==> config.mk <==
export PLATFORM = sky130hd
export DESIGN_NAME = vrfp_core
export DESIGN_NICKNAME = d
export VERILOG_FILES = /design/src/rtl/vrfp_pkg.sv /design/src/rtl/vrfp_core.sv
export SDC_FILE = /design/constraint.sdc
export NUM_CORES = 1
export LEC_CHECK = 0
export ABC_AREA = 1
export BUFFER_PORTS_ARGS = -buffer_cell sky130_fd_sc_hd__buf_2
export CAP_MARGIN = 25
export CORE_ASPECT_RATIO = 0.75
export CORE_MARGIN = 2
export CORE_UTILIZATION = 40
export CTS_CLUSTER_DIAMETER = 40
export DETAILED_ROUTE_END_ITERATION = 10
export HOLD_SLACK_MARGIN = 0.02
export PLACE_DENSITY = 0.59
export SYNTH_ARGS = -nofsm -noshare
export SYNTH_HDL_FRONTEND = slang
export SYNTH_SLANG_ARGS = --single-unit
==> constraint.sdc <==
create_clock -name core_clk_in -period 5.7 [get_ports core_clk_in]
set_clock_uncertainty 0.2 [all_clocks]
set_input_delay 1.14 -clock core_clk_in [delete_from_list [all_inputs] [get_ports core_clk_in]]
set_output_delay 1.14 -clock core_clk_in [all_outputs]
set_load 0.01 [all_outputs]
==> src/rtl/vrfp_pkg.sv <==
// vrfp_pkg: constants and types for the regulator fault-protection and register block
// Notes on behaviour
// - overcurrent flagged only after droop current stays above threshold for 120 us
// - current above 1.5x overcurrent level disables drives and power-good at once; code holds low-sides on during an overvoltage pull-down
// - phase current-sense difference above limit for 1 ms latches imbalance fault
// - overcurrent, short and imbalance faults drop power-good and tri-state all drives; code holds low-sides on during an overvoltage pull-down
// - output above commanded voltage plus margin flags overvoltage, low-sides turn on
// - low-sides stay on until output falls below commanded voltage, then all off
// - overvoltage recurring after drives off repeats the low-side pull-down
// - faults clear only by enable low or power-on reset; then soft-start
// - discontinuous mode ends low-side on-period at the zero-crossing comparator
// - after low-side turn-off, step comparator threshold toward 40 ns diode conduction
// - protocol revision register at 05h reads 01h
// - capability register at 06h reads 81h
// - primary status at 10h shows settled, hot and max-current; read after alert
// - reading secondary status copies the value into the shadow register
// - max-current register loaded at start-up from resistor straps, in amperes
// - max-temperature register loaded at start-up from resistor strap, in degrees
// - fast slew rate at 24h defaults 0Ah, slow rate at 25h defaults 02h
// - boot voltage is the target at start-up until a voltage-set command arrives
// - voltage codes above the writable maximum (default FBh) answer not-supported
// - programmed voltage code at 31h and power state at 32h, both reset zero
// - multi-rail config per rail, first defaults 00h, second 01h
// - active-low alert asserts when a fast or slow transition reaches target
package vrfp_pkg;
  localparam logic [7:0] REG_VENDOR = 8'h00;
  localparam logic [7:0] REG_PRODUCT = 8'h01;
  localparam logic [7:0] REG_SIREV = 8'h02;
  localparam logic [7:0] REG_PROTO = 8'h05;
  localparam logic [7:0] REG_CAPS = 8'h06;
  localparam logic [7:0] REG_STAT1 = 8'h10;
  localparam logic [7:0] REG_STAT2 = 8'h11;
  localparam logic [7:0] REG_TZONE = 8'h12;
  localparam logic [7:0] REG_STAT2_SHADOW = 8'h1C;
  localparam logic [7:0] REG_IMAX = 8'h21;
  localparam logic [7:0] REG_TMAX = 8'h22;
  localparam logic [7:0] REG_FAST_SLEW_RATE = 8'h24;
  localparam logic [7:0] REG_SLOW_SLEW_RATE = 8'h25;
  localparam logic [7:0] REG_BOOT = 8'h26;
  localparam logic [7:0] REG_VMAX = 8'h30;
  localparam logic [7:0] REG_VSET = 8'h31;
  localparam logic [7:0] REG_PSTATE = 8'h32;
  localparam logic [7:0] REG_MARGIN = 8'h33;
  localparam logic [7:0] REG_MULTI = 8'h34;

  localparam logic [7:0] PROTO_VAL = 8'h01;
  localparam logic [7:0] CAPS_VAL = 8'h81;
  localparam logic [7:0] FAST_SLEW_RATE_VAL = 8'h0A;
  localparam logic [7:0] SLOW_SLEW_RATE_VAL = 8'h02;
  localparam logic [7:0] VMAX_RST = 8'hFB;
  localparam logic [7:0] MULTI_RST_R1 = 8'h00;
  localparam logic [7:0] MULTI_RST_R2 = 8'h01;
  localparam logic [7:0] ZERO8 = 8'h00;

  localparam int STAT1_SETTLED_BIT = 0;
  localparam int STAT1_HOT_BIT = 1;
  localparam int STAT1_IMAX_BIT = 2;
  localparam int MARGIN_SIGN_BIT = 7;

  localparam int CLK_MHZ = 100;
  localparam int OC_QUAL_US = 120;
  localparam int IMB_QUAL_US = 1000;
  localparam int OC_QUAL_CYC = OC_QUAL_US * CLK_MHZ;
  localparam int IMB_QUAL_CYC = IMB_QUAL_US * CLK_MHZ;
  localparam int DIODE_TARGET_NS = 40;
  localparam int CLK_PERIOD_NS = 1000 / CLK_MHZ;
  localparam int DIODE_TARGET_CYC = DIODE_TARGET_NS / CLK_PERIOD_NS;
  localparam int QCNT_W = 24;
  localparam logic [5:0] ZC_THR_RST = 6'h20;

  typedef enum logic [1:0] {
    VRFP_OV_IDLE = 2'b00,
    VRFP_OV_PULL = 2'b01,
    VRFP_OV_OFF = 2'b10
  } vrfp_ov_state_type;

  typedef enum logic [1:0] {
    VRFP_SLEW_NONE = 2'b00,
    VRFP_SLEW_FAST = 2'b01,
    VRFP_SLEW_SLOW = 2'b10,
    VRFP_SLEW_DECAY = 2'b11
  } vrfp_slew_type;

  // analog comparator results, synchronised by the core, which also qualifies oc_above and imbalance_above
  typedef struct packed {
    logic oc_above;
    logic way_oc_above;
    logic imbalance_above;
    logic ov_above;
    logic below_setpoint;
  } vrfp_sense_type;

  typedef struct packed {
    logic high_on;
    logic low_on;
    logic tristate;
  } vrfp_drive_type;
endpackage

==> src/rtl/vrfp_core.sv <==
// vrfp_core: fault protection, diode-time adaptation and indexed register set
`timescale 1ns/1ps
`default_nettype none
module vrfp_core import vrfp_pkg::*; #(
  parameter int OC_QUAL = OC_QUAL_CYC,
  parameter int IMB_QUAL = IMB_QUAL_CYC,
  parameter logic [7:0] VENDOR_CODE = 8'hA5,   // arbitrary value
  parameter logic [7:0] PRODUCT_CODE = 8'h5A,  // arbitrary value
  parameter logic [7:0] SILICON_REV = 8'h01,   // arbitrary value
  parameter logic RAIL_SECOND = 1'b0
) (
  input wire logic core_clk_in,
  input wire logic rst_in,
  input wire logic regulator_enable_in,
  input wire vrfp_sense_type sense_in,
  input wire logic discontinuous_mode_in,
  input wire logic zero_cross_in,
  input wire logic phase_node_neg_in,
  input wire logic low_side_done_in,
  input wire logic [7:0] strap_imax_in,
  input wire logic [7:0] strap_tmax_in,
  input wire logic [7:0] strap_boot_in,
  input wire logic target_reached_in,
  input wire logic hot_in,
  input wire logic imax_reached_in,
  input wire logic [7:0] tzone_in,
  input wire logic [7:0] secondary_status_in,
  input wire logic reg_write_in,
  input wire logic register_read_command_in,
  input wire logic voltage_set_command_in,
  input wire vrfp_slew_type slew_in,
  input wire logic power_state_write_in,
  input wire logic [7:0] reg_index_in,
  input wire logic [7:0] reg_wdata_in,
  output logic [7:0] reg_rdata_out,
  output logic not_supported_out,
  output logic power_good_out,
  output vrfp_drive_type drive_out,
  output logic low_side_end_out,
  output logic [5:0] zc_threshold_out,
  output logic soft_start_out,
  output logic [7:0] target_code_out,
  output logic alert_n_out
);
  // ---------------------------------------------------------------
  // input synchronisers
  // ---------------------------------------------------------------
  logic [11:0] s1_r;
  logic [11:0] s2_r;
  always_ff @(posedge core_clk_in) begin
    if (rst_in) begin
      s1_r <= 12'h000;
      s2_r <= 12'h000;
    end else begin
      s1_r <= {regulator_enable_in, sense_in, discontinuous_mode_in, zero_cross_in,
               phase_node_neg_in, low_side_done_in, target_reached_in, hot_in};
      s2_r <= s1_r;
    end
  end
  logic en_s;
  logic oc_s;
  logic woc_s;
  logic imb_s;
  logic ov_s;
  logic below_s;
  logic dcm_s;
  logic zc_s;
  logic neg_s;
  logic lsd_s;
  logic reach_s;
  logic hot_s;
  assign {en_s, oc_s, woc_s, imb_s, ov_s, below_s, dcm_s, zc_s, neg_s, lsd_s, reach_s,
          hot_s} = s2_r;

  logic imax_s1_r;
  logic imax_s2_r;
  always_ff @(posedge core_clk_in) begin
    if (rst_in) begin
      imax_s1_r <= 1'b0;
      imax_s2_r <= 1'b0;
    end else begin
      imax_s1_r <= imax_reached_in;
      imax_s2_r <= imax_s1_r;
    end
  end

  // enable low acts as reset on the fault logic
  logic clr;
  assign clr = rst_in | ~en_s;

  // ---------------------------------------------------------------
  // qualification timers
  // ---------------------------------------------------------------
  function automatic logic [QCNT_W-1:0] qual_next(input logic cond,
                                                  input logic [QCNT_W-1:0] cnt);
    qual_next = cond ? cnt + 24'h000001 : 24'h000000;
  endfunction

  logic [QCNT_W-1:0] oc_cnt_r;
  logic [QCNT_W-1:0] imb_cnt_r;
  always_ff @(posedge core_clk_in) begin
    if (clr) begin
      oc_cnt_r <= 24'h000000;
      imb_cnt_r <= 24'h000000;
    end else begin
      oc_cnt_r <= qual_next(oc_s, oc_cnt_r);
      imb_cnt_r <= qual_next(imb_s, imb_cnt_r);
    end
  end

  logic oc_fault_r;
  logic woc_fault_r;
  logic imb_fault_r;
  always_ff @(posedge core_clk_in) begin
    if (clr) begin
      oc_fault_r <= 1'b0;
      woc_fault_r <= 1'b0;
      imb_fault_r <= 1'b0;
    end else begin
      if (oc_s && oc_cnt_r >= QCNT_W'(OC_QUAL - 1)) oc_fault_r <= 1'b1;
      if (woc_s) woc_fault_r <= 1'b1;
      if (imb_s && imb_cnt_r >= QCNT_W'(IMB_QUAL - 1)) imb_fault_r <= 1'b1;
    end
  end
  logic shut_fault;
  assign shut_fault = oc_fault_r | woc_fault_r | imb_fault_r;

  // ---------------------------------------------------------------
  // overvoltage pull-down sequence
  // ---------------------------------------------------------------
  vrfp_ov_state_type ov_r;
  always_ff @(posedge core_clk_in) begin
    if (clr) begin
      ov_r <= VRFP_OV_IDLE;
    end else begin
      unique case (ov_r)
        VRFP_OV_IDLE: begin
          if (ov_s) ov_r <= VRFP_OV_PULL;
        end
        VRFP_OV_PULL: begin
          if (below_s) ov_r <= VRFP_OV_OFF;
        end
        VRFP_OV_OFF: begin
          if (ov_s) ov_r <= VRFP_OV_PULL;
        end
        default: ov_r <= VRFP_OV_IDLE;
      endcase
    end
  end

  // ---------------------------------------------------------------
  // drive and power-good outputs
  // ---------------------------------------------------------------
  logic fault_any;
  assign fault_any = shut_fault | (ov_r != VRFP_OV_IDLE) | ov_s | woc_s;
  always_ff @(posedge core_clk_in) begin
    if (clr) begin
      power_good_out <= 1'b0;
      drive_out <= '{high_on: 1'b0, low_on: 1'b0, tristate: 1'b1};
    end else begin
      power_good_out <= ~fault_any;
      if (ov_s || ov_r == VRFP_OV_PULL) begin
        drive_out <= '{high_on: 1'b0, low_on: 1'b1, tristate: 1'b0};
      end else if (shut_fault || woc_s || ov_r == VRFP_OV_OFF) begin
        drive_out <= '{high_on: 1'b0, low_on: 1'b0, tristate: 1'b1};
      end else begin
        drive_out <= '{high_on: 1'b0, low_on: 1'b0, tristate: 1'b0};
      end
    end
  end

  // soft-start request pulses on the first enabled cycle after clearing
  logic en_seen_r;
  always_ff @(posedge core_clk_in) begin
    if (clr) begin
      en_seen_r <= 1'b0;
      soft_start_out <= 1'b0;
    end else begin
      en_seen_r <= 1'b1;
      soft_start_out <= ~en_seen_r;
    end
  end

  // ---------------------------------------------------------------
  // discontinuous-mode low-side end and threshold adaptation
  // ---------------------------------------------------------------
  logic [7:0] diode_cnt_r;
  logic measuring_r;
  always_ff @(posedge core_clk_in) begin
    if (clr) begin
      low_side_end_out <= 1'b0;
    end else begin
      low_side_end_out <= dcm_s & zc_s;
    end
  end

  // measure how long the phase node stays negative after turn-off
  always_ff @(posedge core_clk_in) begin
    if (clr) begin
      measuring_r <= 1'b0;
      diode_cnt_r <= 8'h00;
      zc_threshold_out <= ZC_THR_RST;
    end else if (lsd_s && dcm_s) begin
      measuring_r <= 1'b1;
      diode_cnt_r <= 8'h00;
    end else if (measuring_r && neg_s) begin
      if (diode_cnt_r != 8'hFF) diode_cnt_r <= diode_cnt_r + 8'h01;
    end else if (measuring_r) begin
      measuring_r <= 1'b0;
      // one step per measurement keeps the loop stable against noisy edges
      if (diode_cnt_r > 8'(DIODE_TARGET_CYC) && zc_threshold_out != 6'h3F) begin
        zc_threshold_out <= zc_threshold_out + 6'h01;
      end else if (diode_cnt_r < 8'(DIODE_TARGET_CYC) && zc_threshold_out != 6'h00) begin
        zc_threshold_out <= zc_threshold_out - 6'h01;
      end
    end
  end

  // ---------------------------------------------------------------
  // strapped and master-written registers
  // ---------------------------------------------------------------
  logic [7:0] imax_r;
  logic [7:0] tmax_r;
  logic [7:0] boot_r;
  logic straps_taken_r;
  always_ff @(posedge core_clk_in) begin
    if (rst_in) begin
      imax_r <= ZERO8;
      tmax_r <= ZERO8;
      boot_r <= ZERO8;
      straps_taken_r <= 1'b0;
    end else if (!straps_taken_r) begin
      imax_r <= strap_imax_in;
      tmax_r <= strap_tmax_in;
      boot_r <= strap_boot_in;
      straps_taken_r <= 1'b1;
    end
  end

  logic [7:0] vmax_r;
  logic [7:0] margin_r;
  logic [7:0] multi_r;
  logic wr_ok;
  assign wr_ok = reg_write_in & ~voltage_set_command_in;
  always_ff @(posedge core_clk_in) begin
    if (rst_in) begin
      vmax_r <= VMAX_RST;
      margin_r <= ZERO8;
      multi_r <= RAIL_SECOND ? MULTI_RST_R2 : MULTI_RST_R1;
    end else if (wr_ok) begin
      if (reg_index_in == REG_VMAX) vmax_r <= reg_wdata_in;
      if (reg_index_in == REG_MARGIN) margin_r <= reg_wdata_in;
      if (reg_index_in == REG_MULTI) multi_r <= reg_wdata_in;
    end
  end

  // ---------------------------------------------------------------
  // voltage code, power state, margin
  // ---------------------------------------------------------------
  logic [7:0] vset_r;
  logic [7:0] pstate_r;
  logic cmd_seen_r;
  vrfp_slew_type slew_r;
  always_ff @(posedge core_clk_in) begin
    if (rst_in) begin
      vset_r <= ZERO8;
      pstate_r <= ZERO8;
      cmd_seen_r <= 1'b0;
      not_supported_out <= 1'b0;
      slew_r <= VRFP_SLEW_NONE;
    end else begin
      not_supported_out <= 1'b0;
      if (voltage_set_command_in) begin
        if (reg_wdata_in > vmax_r) begin
          not_supported_out <= 1'b1;
        end else begin
          vset_r <= reg_wdata_in;
          cmd_seen_r <= 1'b1;
          slew_r <= slew_in;
        end
      end else if (reach_s) begin
        slew_r <= VRFP_SLEW_NONE;
      end
      if (power_state_write_in) pstate_r <= reg_wdata_in;
    end
  end

  logic [7:0] base_code;
  logic [8:0] sum_code;
  assign base_code = cmd_seen_r ? vset_r : boot_r;
  always_comb begin
    if (margin_r[MARGIN_SIGN_BIT]) begin
      sum_code = {1'b0, base_code} - {2'b00, margin_r[6:0]};
    end else begin
      sum_code = {1'b0, base_code} + {2'b00, margin_r[6:0]};
    end
  end
  always_ff @(posedge core_clk_in) begin
    if (rst_in) begin
      target_code_out <= ZERO8;
    end else if (sum_code[8]) begin
      target_code_out <= margin_r[MARGIN_SIGN_BIT] ? 8'h00 : 8'hFF;
    end else begin
      target_code_out <= sum_code[7:0];
    end
  end

  // ---------------------------------------------------------------
  // status and alert
  // ---------------------------------------------------------------
  logic [7:0] stat1_r;
  logic [7:0] shadow_r;
  logic stat1_read;
  assign stat1_read = register_read_command_in & (reg_index_in == REG_STAT1);
  always_ff @(posedge core_clk_in) begin
    if (rst_in) begin
      stat1_r <= ZERO8;
    end else begin
      stat1_r <= ZERO8;
      stat1_r[STAT1_SETTLED_BIT] <= reach_s;
      stat1_r[STAT1_HOT_BIT] <= hot_s;
      stat1_r[STAT1_IMAX_BIT] <= imax_s2_r;
    end
  end

  // alert held low until the master reads primary status; a new arrival wins
  logic fast_or_slow;
  assign fast_or_slow = (slew_r == VRFP_SLEW_FAST) | (slew_r == VRFP_SLEW_SLOW);
  always_ff @(posedge core_clk_in) begin
    if (rst_in) begin
      alert_n_out <= 1'b1;
    end else if (reach_s && fast_or_slow) begin
      alert_n_out <= 1'b0;
    end else if (stat1_read) begin
      alert_n_out <= 1'b1;
    end
  end

  always_ff @(posedge core_clk_in) begin
    if (rst_in) begin
      shadow_r <= ZERO8;
    end else if (register_read_command_in && reg_index_in == REG_STAT2) begin
      shadow_r <= secondary_status_in;
    end
  end

  // ---------------------------------------------------------------
  // read mux
  // ---------------------------------------------------------------
  always_ff @(posedge core_clk_in) begin
    if (rst_in) begin
      reg_rdata_out <= ZERO8;
    end else if (register_read_command_in) begin
      unique case (reg_index_in)
        REG_VENDOR: reg_rdata_out <= VENDOR_CODE;
        REG_PRODUCT: reg_rdata_out <= PRODUCT_CODE;
        REG_SIREV: reg_rdata_out <= SILICON_REV;
        REG_PROTO: reg_rdata_out <= PROTO_VAL;
        REG_CAPS: reg_rdata_out <= CAPS_VAL;
        REG_STAT1: reg_rdata_out <= stat1_r;
        REG_STAT2: reg_rdata_out <= secondary_status_in;
        REG_TZONE: reg_rdata_out <= tzone_in;
        REG_STAT2_SHADOW: reg_rdata_out <= shadow_r;
        REG_IMAX: reg_rdata_out <= imax_r;
        REG_TMAX: reg_rdata_out <= tmax_r;
        REG_FAST_SLEW_RATE: reg_rdata_out <= FAST_SLEW_RATE_VAL;
        REG_SLOW_SLEW_RATE: reg_rdata_out <= SLOW_SLEW_RATE_VAL;
        REG_BOOT: reg_rdata_out <= boot_r;
        REG_VMAX: reg_rdata_out <= vmax_r;
        REG_VSET: reg_rdata_out <= vset_r;
        REG_PSTATE: reg_rdata_out <= pstate_r;
        REG_MARGIN: reg_rdata_out <= margin_r;
        REG_MULTI: reg_rdata_out <= multi_r;
        default: reg_rdata_out <= ZERO8;
      endcase
    end
  end
endmodule
`default_nettype wire

# [Word level (Yosys, flattened, before mapping)]
# Cells that the tools add are included.
[word_totals] in_bits=77 ff_bits=203 elab_cells=152
[classes] bitwise_logic=19 reduce_logical=33 mux=22 n_lt_le_gt_ge=5 n_eq_ne=28 addsub=7
[ops] op="case mux 8 bit (18 select lines)" count=1
[ops] op="== test 8 x 6 -> 1 bit (second input constant)" count=10
[ops] op="adder 24 x 1 -> 24 bit (second input constant)" count=2
[ops] op="== test 8 x 5 -> 1 bit (second input constant)" count=4
[ops] op="greater-or-equal comparator 24 x 14 -> 1 bit (second input constant)" count=1
[ops] op="greater-or-equal comparator 24 x 17 -> 1 bit (second input constant)" count=1
[ops] op="two-way mux 8 bit" count=3
[ops] op="== test 8 x 3 -> 1 bit (second input constant)" count=2
[ops] op="AND reduction 2 bit" count=7
[ops] op="OR reduction 2 bit" count=7
[ops] op="two-way mux 2 bit" count=6
[ops] op="two-way mux 6 bit" count=2
[ops] op="adder 8 x 7 -> 9 bit" count=1
[ops] op="two-way mux 9 bit" count=1
[ops] op="inverter 1 bit" count=9
[ops] op="subtractor 8 x 7 -> 9 bit" count=1
[ops] op="adder 8 x 1 -> 8 bit (second input constant)" count=1
[ops] op="== test 8 x 1 -> 1 bit (second input constant)" count=1
[ops] op="== test 8 x 2 -> 1 bit (second input constant)" count=1
[ops] op="greater-than comparator 8 x 3 -> 1 bit (second input constant)" count=1
[ops] op="greater-than comparator 8 bit" count=1
[ops] op="logical AND 1 bit" count=8
[ops] op="logical NOT 8 bit" count=1
[ops] op="< comparator 8 x 3 -> 1 bit (second input constant)" count=1
[ops] op="17 further kinds" count=41

# [Logic depth before layout (Yosys ltp)]
[logic_depth] depth_word=6 ltp_mapped=15 depth_no_buf=15

# [Worst setup path after synthesis]
# Ideal clock, no wire load.
[synth_path] path_kind="input to register" start="input reg_wdata_in[3]" end="register slew_r[1]" path_slack_ps=3187 path_stages=10 setup_ps=138 arrival_time_ps=2174 n_path_buf=0 cell_sequence="ha_1 > nand2_1 > o21ai_0 > nand2_1 > nand2_1 > nand2_1 > nand2_1 > clkinv_1 > nand2_1 > a21oi_1"
[synth_between] elab_chain_cells=3
[synth_rtl] item="start: declaration" line_no="vrfp_core.sv:34" text="input wire logic [7:0] reg_wdata_in,"
[synth_rtl] item="greater-than comparator 8 bit" line_no="vrfp_core.sv:274" text="if (reg_wdata_in > vmax_r) begin"
[synth_rtl] item="!= test 2 bit (no source line)"
[synth_rtl] item="AND reduction 2 bit (no source line)"
[synth_rtl] item="end signal: assignment" line_no="vrfp_core.sv:279" text="slew_r <= slew_in;"
[synth_rtl] item="end: declaration" line_no="vrfp_core.sv:263" text="vrfp_slew_type slew_r;"
# No other way between the ends.
# A chain may end at the register's enable or synchronous reset.

# [Worst setup path after layout]
[layout_path] start="input reg_index_in[3]" end="register shadow_r[3]"
[layout_between] elab_chain_cells=2
[layout_rtl] item="start: declaration" line_no="vrfp_core.sv:33" text="input wire logic [7:0] reg_index_in,"
[layout_rtl] item="== test 8 x 5 -> 1 bit" line_no="vrfp_core.sv:342" text="end else if (register_read_command_in && reg_index_in == REG_STAT2) begin"
[layout_rtl] item="logical AND 1 bit" line_no="vrfp_core.sv:342"
[layout_rtl] item="end signal: assignment" line_no="vrfp_core.sv:343" text="shadow_r <= secondary_status_in;"
[layout_rtl] item="end: declaration" line_no="vrfp_core.sv:312" text="logic [7:0] shadow_r;"
# No other way between the ends.

==> run metrics <==
outcome=finished clean; top cell type by total area after synthesis=sky130_fd_sc_hd__dfxtp_1; post-synthesis net count=1458; Total Routing Usage GR=a little over a fifth; number of endpoints failing setup at the final stage=0; H-tree Lvls=4; worst min-delay path category=register to register; share of final-layout standard cells stronger than drive strength 1=14.6%; remaining global-route overflow=0; Vias per Instance=5.10; final routed DRC violation total=0; count of standard-cell rows=49; area of all placed cells without fillers=approximately 11000 sq um; number of hold-slack violations in the final timing report=0; CTS root buf=sky130_fd_sc_hd__clkbuf_16; crit path max fanout=20; most common library cells after synthesis=sky130_fd_sc_hd__nand2_1, sky130_fd_sc_hd__nor2_1, sky130_fd_sc_hd__dfxtp_1, sky130_fd_sc_hd__inv_1, sky130_fd_sc_hd__nand3_1; Layout Area Growth over Synthesis=13.7%; post-CTS repair timing setup buffer count=0; final critical path time including I/O delays and setup=between 3 and 4 ns; number of distinct library cells after synthesis=50; clock-pin transition on the worst setup and hold timing paths=0.08 ns; average footprint of a synthesized cell=slightly above 7 sq um; Slew headroom=35.4%; top-level port count=107; largest net degree at the start of global routing=72; Pwr Density=263 nW/um^2; number of nets with antenna violations after detailed routing=0; max-slew violation count=0; floorplan die width=183 microns; Worst EP arrival=3.14 ns; post-cts sizing count=0; Max Root-Sink Buffers=2; share of the clock period used by the worst path after layout=around 53%; total iterations of the first detailed-routing run=5; routability cong.=0.900; number of buffers added to fix hold violations after cts=0; Synth warnings=0; top post-synthesis cells by area=sky130_fd_sc_hd__dfxtp_1, sky130_fd_sc_hd__nand2_1, sky130_fd_sc_hd__nor2_1, sky130_fd_sc_hd__inv_1, sky130_fd_sc_hd__nand3_1; core box area=23800 sq um; Die Ht=139 microns; sort of element at the end of the critical path=register; global-route wire length before repair=43.5 mm; number of I/O port buffers=105; leakage power total=around 4.5 nW; nets=between 1.5k and 2k; TritonCTS clock tree=built; summed instance area of the synthesized netlist=between 9000 and 10000 sq um; upper clock frequency limit=331 MHz; cells after synthesis=1354; Worst Tran Pin Value=0.968 ns; vias post-DR=8979; dominant cell by count in the synthesized netlist=sky130_fd_sc_hd__nand2_1; Yosys reg bits=197; worst slack, placed=roughly 1.8 ns; clock sink total=between 150 and 200; number of antenna violations at the first check in global routing=0; peak supply drop=approximately 0.22 mV; unrepaired setup endpoints after global routing=false; average detailed-routed wire length per instance=15.7 microns; Placed Instance Area=around 10000 sq um; critical path class=primary input to register; Synth top area share=about 41%; share of synthesized area occupied by flip-flops and latches=between 40% and 50%; number of clock buffers inserted by TritonCTS=17; sum of negative setup slack=0 ns; number of global-route vias before repair=8018; CP startpoint kind=primary input; total wire length after detailed routing=27.6 mm; area of the die=25400 sq um; effective utilization at floorplan=40.5%; estimated wirelength of the detail-placed design=approximately 21 mm; ys flop type=sky130_fd_sc_hd__dfxtp_1; final setup slack of the worst path=2.68 ns; number of enable-type register cells in the synthesized netlist=0; clock latency of the later-clocked register in the worst-skew pair=0.45 ns; Async S/R FF share, synth=0%; number of fill cells in the layout=2456; required time at the worst-slack endpoint=slightly below 6 ns; detailed router's first-iteration violation count=749; max_cap viols=0; total inserted antenna cells=0; final cell utilization of the core=between 40% and 50%
[routing by layer]
metal  vias up  wire length [microns]  global-route usage [%]
met5         -                      0                       0
met4         0                    336                    5.35
li1       4599                      -                       -
met3        29                   1770                    5.20
met1      4089                  14400                    33.8
met2       262                  11100                    30.6
[where the power goes]
group          internal (mW)  switching [mW]  total, mW
Sequential              1.42          0.0260       1.45
Clock                  0.593           0.614       1.21
Combinational         0.0820           0.156      0.238
[metrics by stage]
stage	cells	hold slack [ns]	total power, mW
after detailed placement	1729	0.180	1.71
after CTS	1761	0.191	2.92
after floorplan	1354	0.168	1.62
after global placement	1729	0.192	1.71
after global routing	1762	0.202	3.01
final	1762	0.190	2.89
[sequential cells by signal (all words and copies together) (netlist names), 12 cells and up]
signal / cells
imb_cnt_r: 24
oc_cnt_r: 24
s1_r: 12
s2_r: 12
[critical path, cell delays in order]
cell and delay (ns):
sky130_fd_sc_hd__buf_2 0.11, sky130_fd_sc_hd__inv_1 0.08, sky130_fd_sc_hd__nand2_1 0.13, sky130_fd_sc_hd__nor2_2 0.76, sky130_fd_sc_hd__nand2_1 0.19, sky130_fd_sc_hd__inv_2 0.18, sky130_fd_sc_hd__nand2_1 0.23, sky130_fd_sc_hd__o21ai_0 0.25
sky130_fd_sc_hd__a21oi_1 0.06
[area by class of cell]
type	count	area [sq um]	share of cell area, %
Clock buffer	17	425	3.88
Clock inverter	15	170	1.55
Inverter	172	647	5.89
Multi-Input combinational cell	948	4850	44.2
Sequential cell	197	3940	35.9
Tap cell	306	383	3.49
Timing Repair Buffer	107	553	5.04
[cells by family after synthesis]
logic type | after synthesis | share of synthesized area (%)
AOI/OAI and AO/OA | 245 | 13.5
xor gates and xnor gates | 21 | 1.90
adders and majority gates | 27 | 3.65
buffers and inverters | 209 | 8.89
DFF | 197 | 40.8
muxes | 1 | 0.104
other | 1 | 0.0388
and+or+nand+nor | 653 | 31.1
[final timing paths]
kind                                      start            endpoint  slack [ns]  cells past startpoint
worst max-delay path            reg_index_in[3]         shadow_r[3]        2.68                      9
worst min-delay path                  en_seen_r      soft_start_out        0.19                      1
worst max register to register      margin_r[0]  target_code_out[7]        2.73                     12
worst min register to register        en_seen_r      soft_start_out        0.19                      1
[cell usage in the layout, fill, tap and decap left out, types with 2 or more instances in the layout]
cell / netlist / final
sky130_fd_sc_hd__or2_2: 3 / 3
sky130_fd_sc_hd__o21a_1: 2 / 2
sky130_fd_sc_hd__inv_2: 11 / 11
sky130_fd_sc_hd__or2_0: 4 / 4
sky130_fd_sc_hd__nor3_1: 24 / 24
sky130_fd_sc_hd__nor4_1: 8 / 8
sky130_fd_sc_hd__inv_8: 0 / 2
sky130_fd_sc_hd__clkbuf_16: 0 / 17
sky130_fd_sc_hd__dfxtp_1: 197 / 197
sky130_fd_sc_hd__o21ai_1: 5 / 5
sky130_fd_sc_hd__a31oi_1: 3 / 3
sky130_fd_sc_hd__buf_2: 7 / 105
sky130_fd_sc_hd__nor2_2: 16 / 16
sky130_fd_sc_hd__nor2_4: 5 / 5
sky130_fd_sc_hd__fa_1: 2 / 2
sky130_fd_sc_hd__inv_1: 158 / 158
sky130_fd_sc_hd__nand2_4: 2 / 2
sky130_fd_sc_hd__xor2_1: 17 / 17
sky130_fd_sc_hd__o21ai_0: 111 / 111
sky130_fd_sc_hd__nand4_1: 30 / 30
sky130_fd_sc_hd__nand2_1: 211 / 211
sky130_fd_sc_hd__ha_1: 25 / 25
sky130_fd_sc_hd__clkinv_2: 1 / 2
sky130_fd_sc_hd__o211ai_1: 9 / 9
sky130_fd_sc_hd__nor3b_1: 3 / 3
sky130_fd_sc_hd__inv_6: 0 / 6
sky130_fd_sc_hd__a21oi_2: 5 / 5
sky130_fd_sc_hd__xnor2_1: 4 / 4
sky130_fd_sc_hd__a211oi_1: 2 / 2
sky130_fd_sc_hd__nand2_2: 16 / 16
sky130_fd_sc_hd__nor2_1: 199 / 199
sky130_fd_sc_hd__nor3_2: 5 / 5
sky130_fd_sc_hd__clkinv_8: 0 / 4
sky130_fd_sc_hd__nand3_2: 4 / 4
sky130_fd_sc_hd__nor3_4: 3 / 3
sky130_fd_sc_hd__clkinv_1: 2 / 2
sky130_fd_sc_hd__a21oi_1: 103 / 103
sky130_fd_sc_hd__nand3_1: 115 / 115
(Power assumes the default switching activity.)
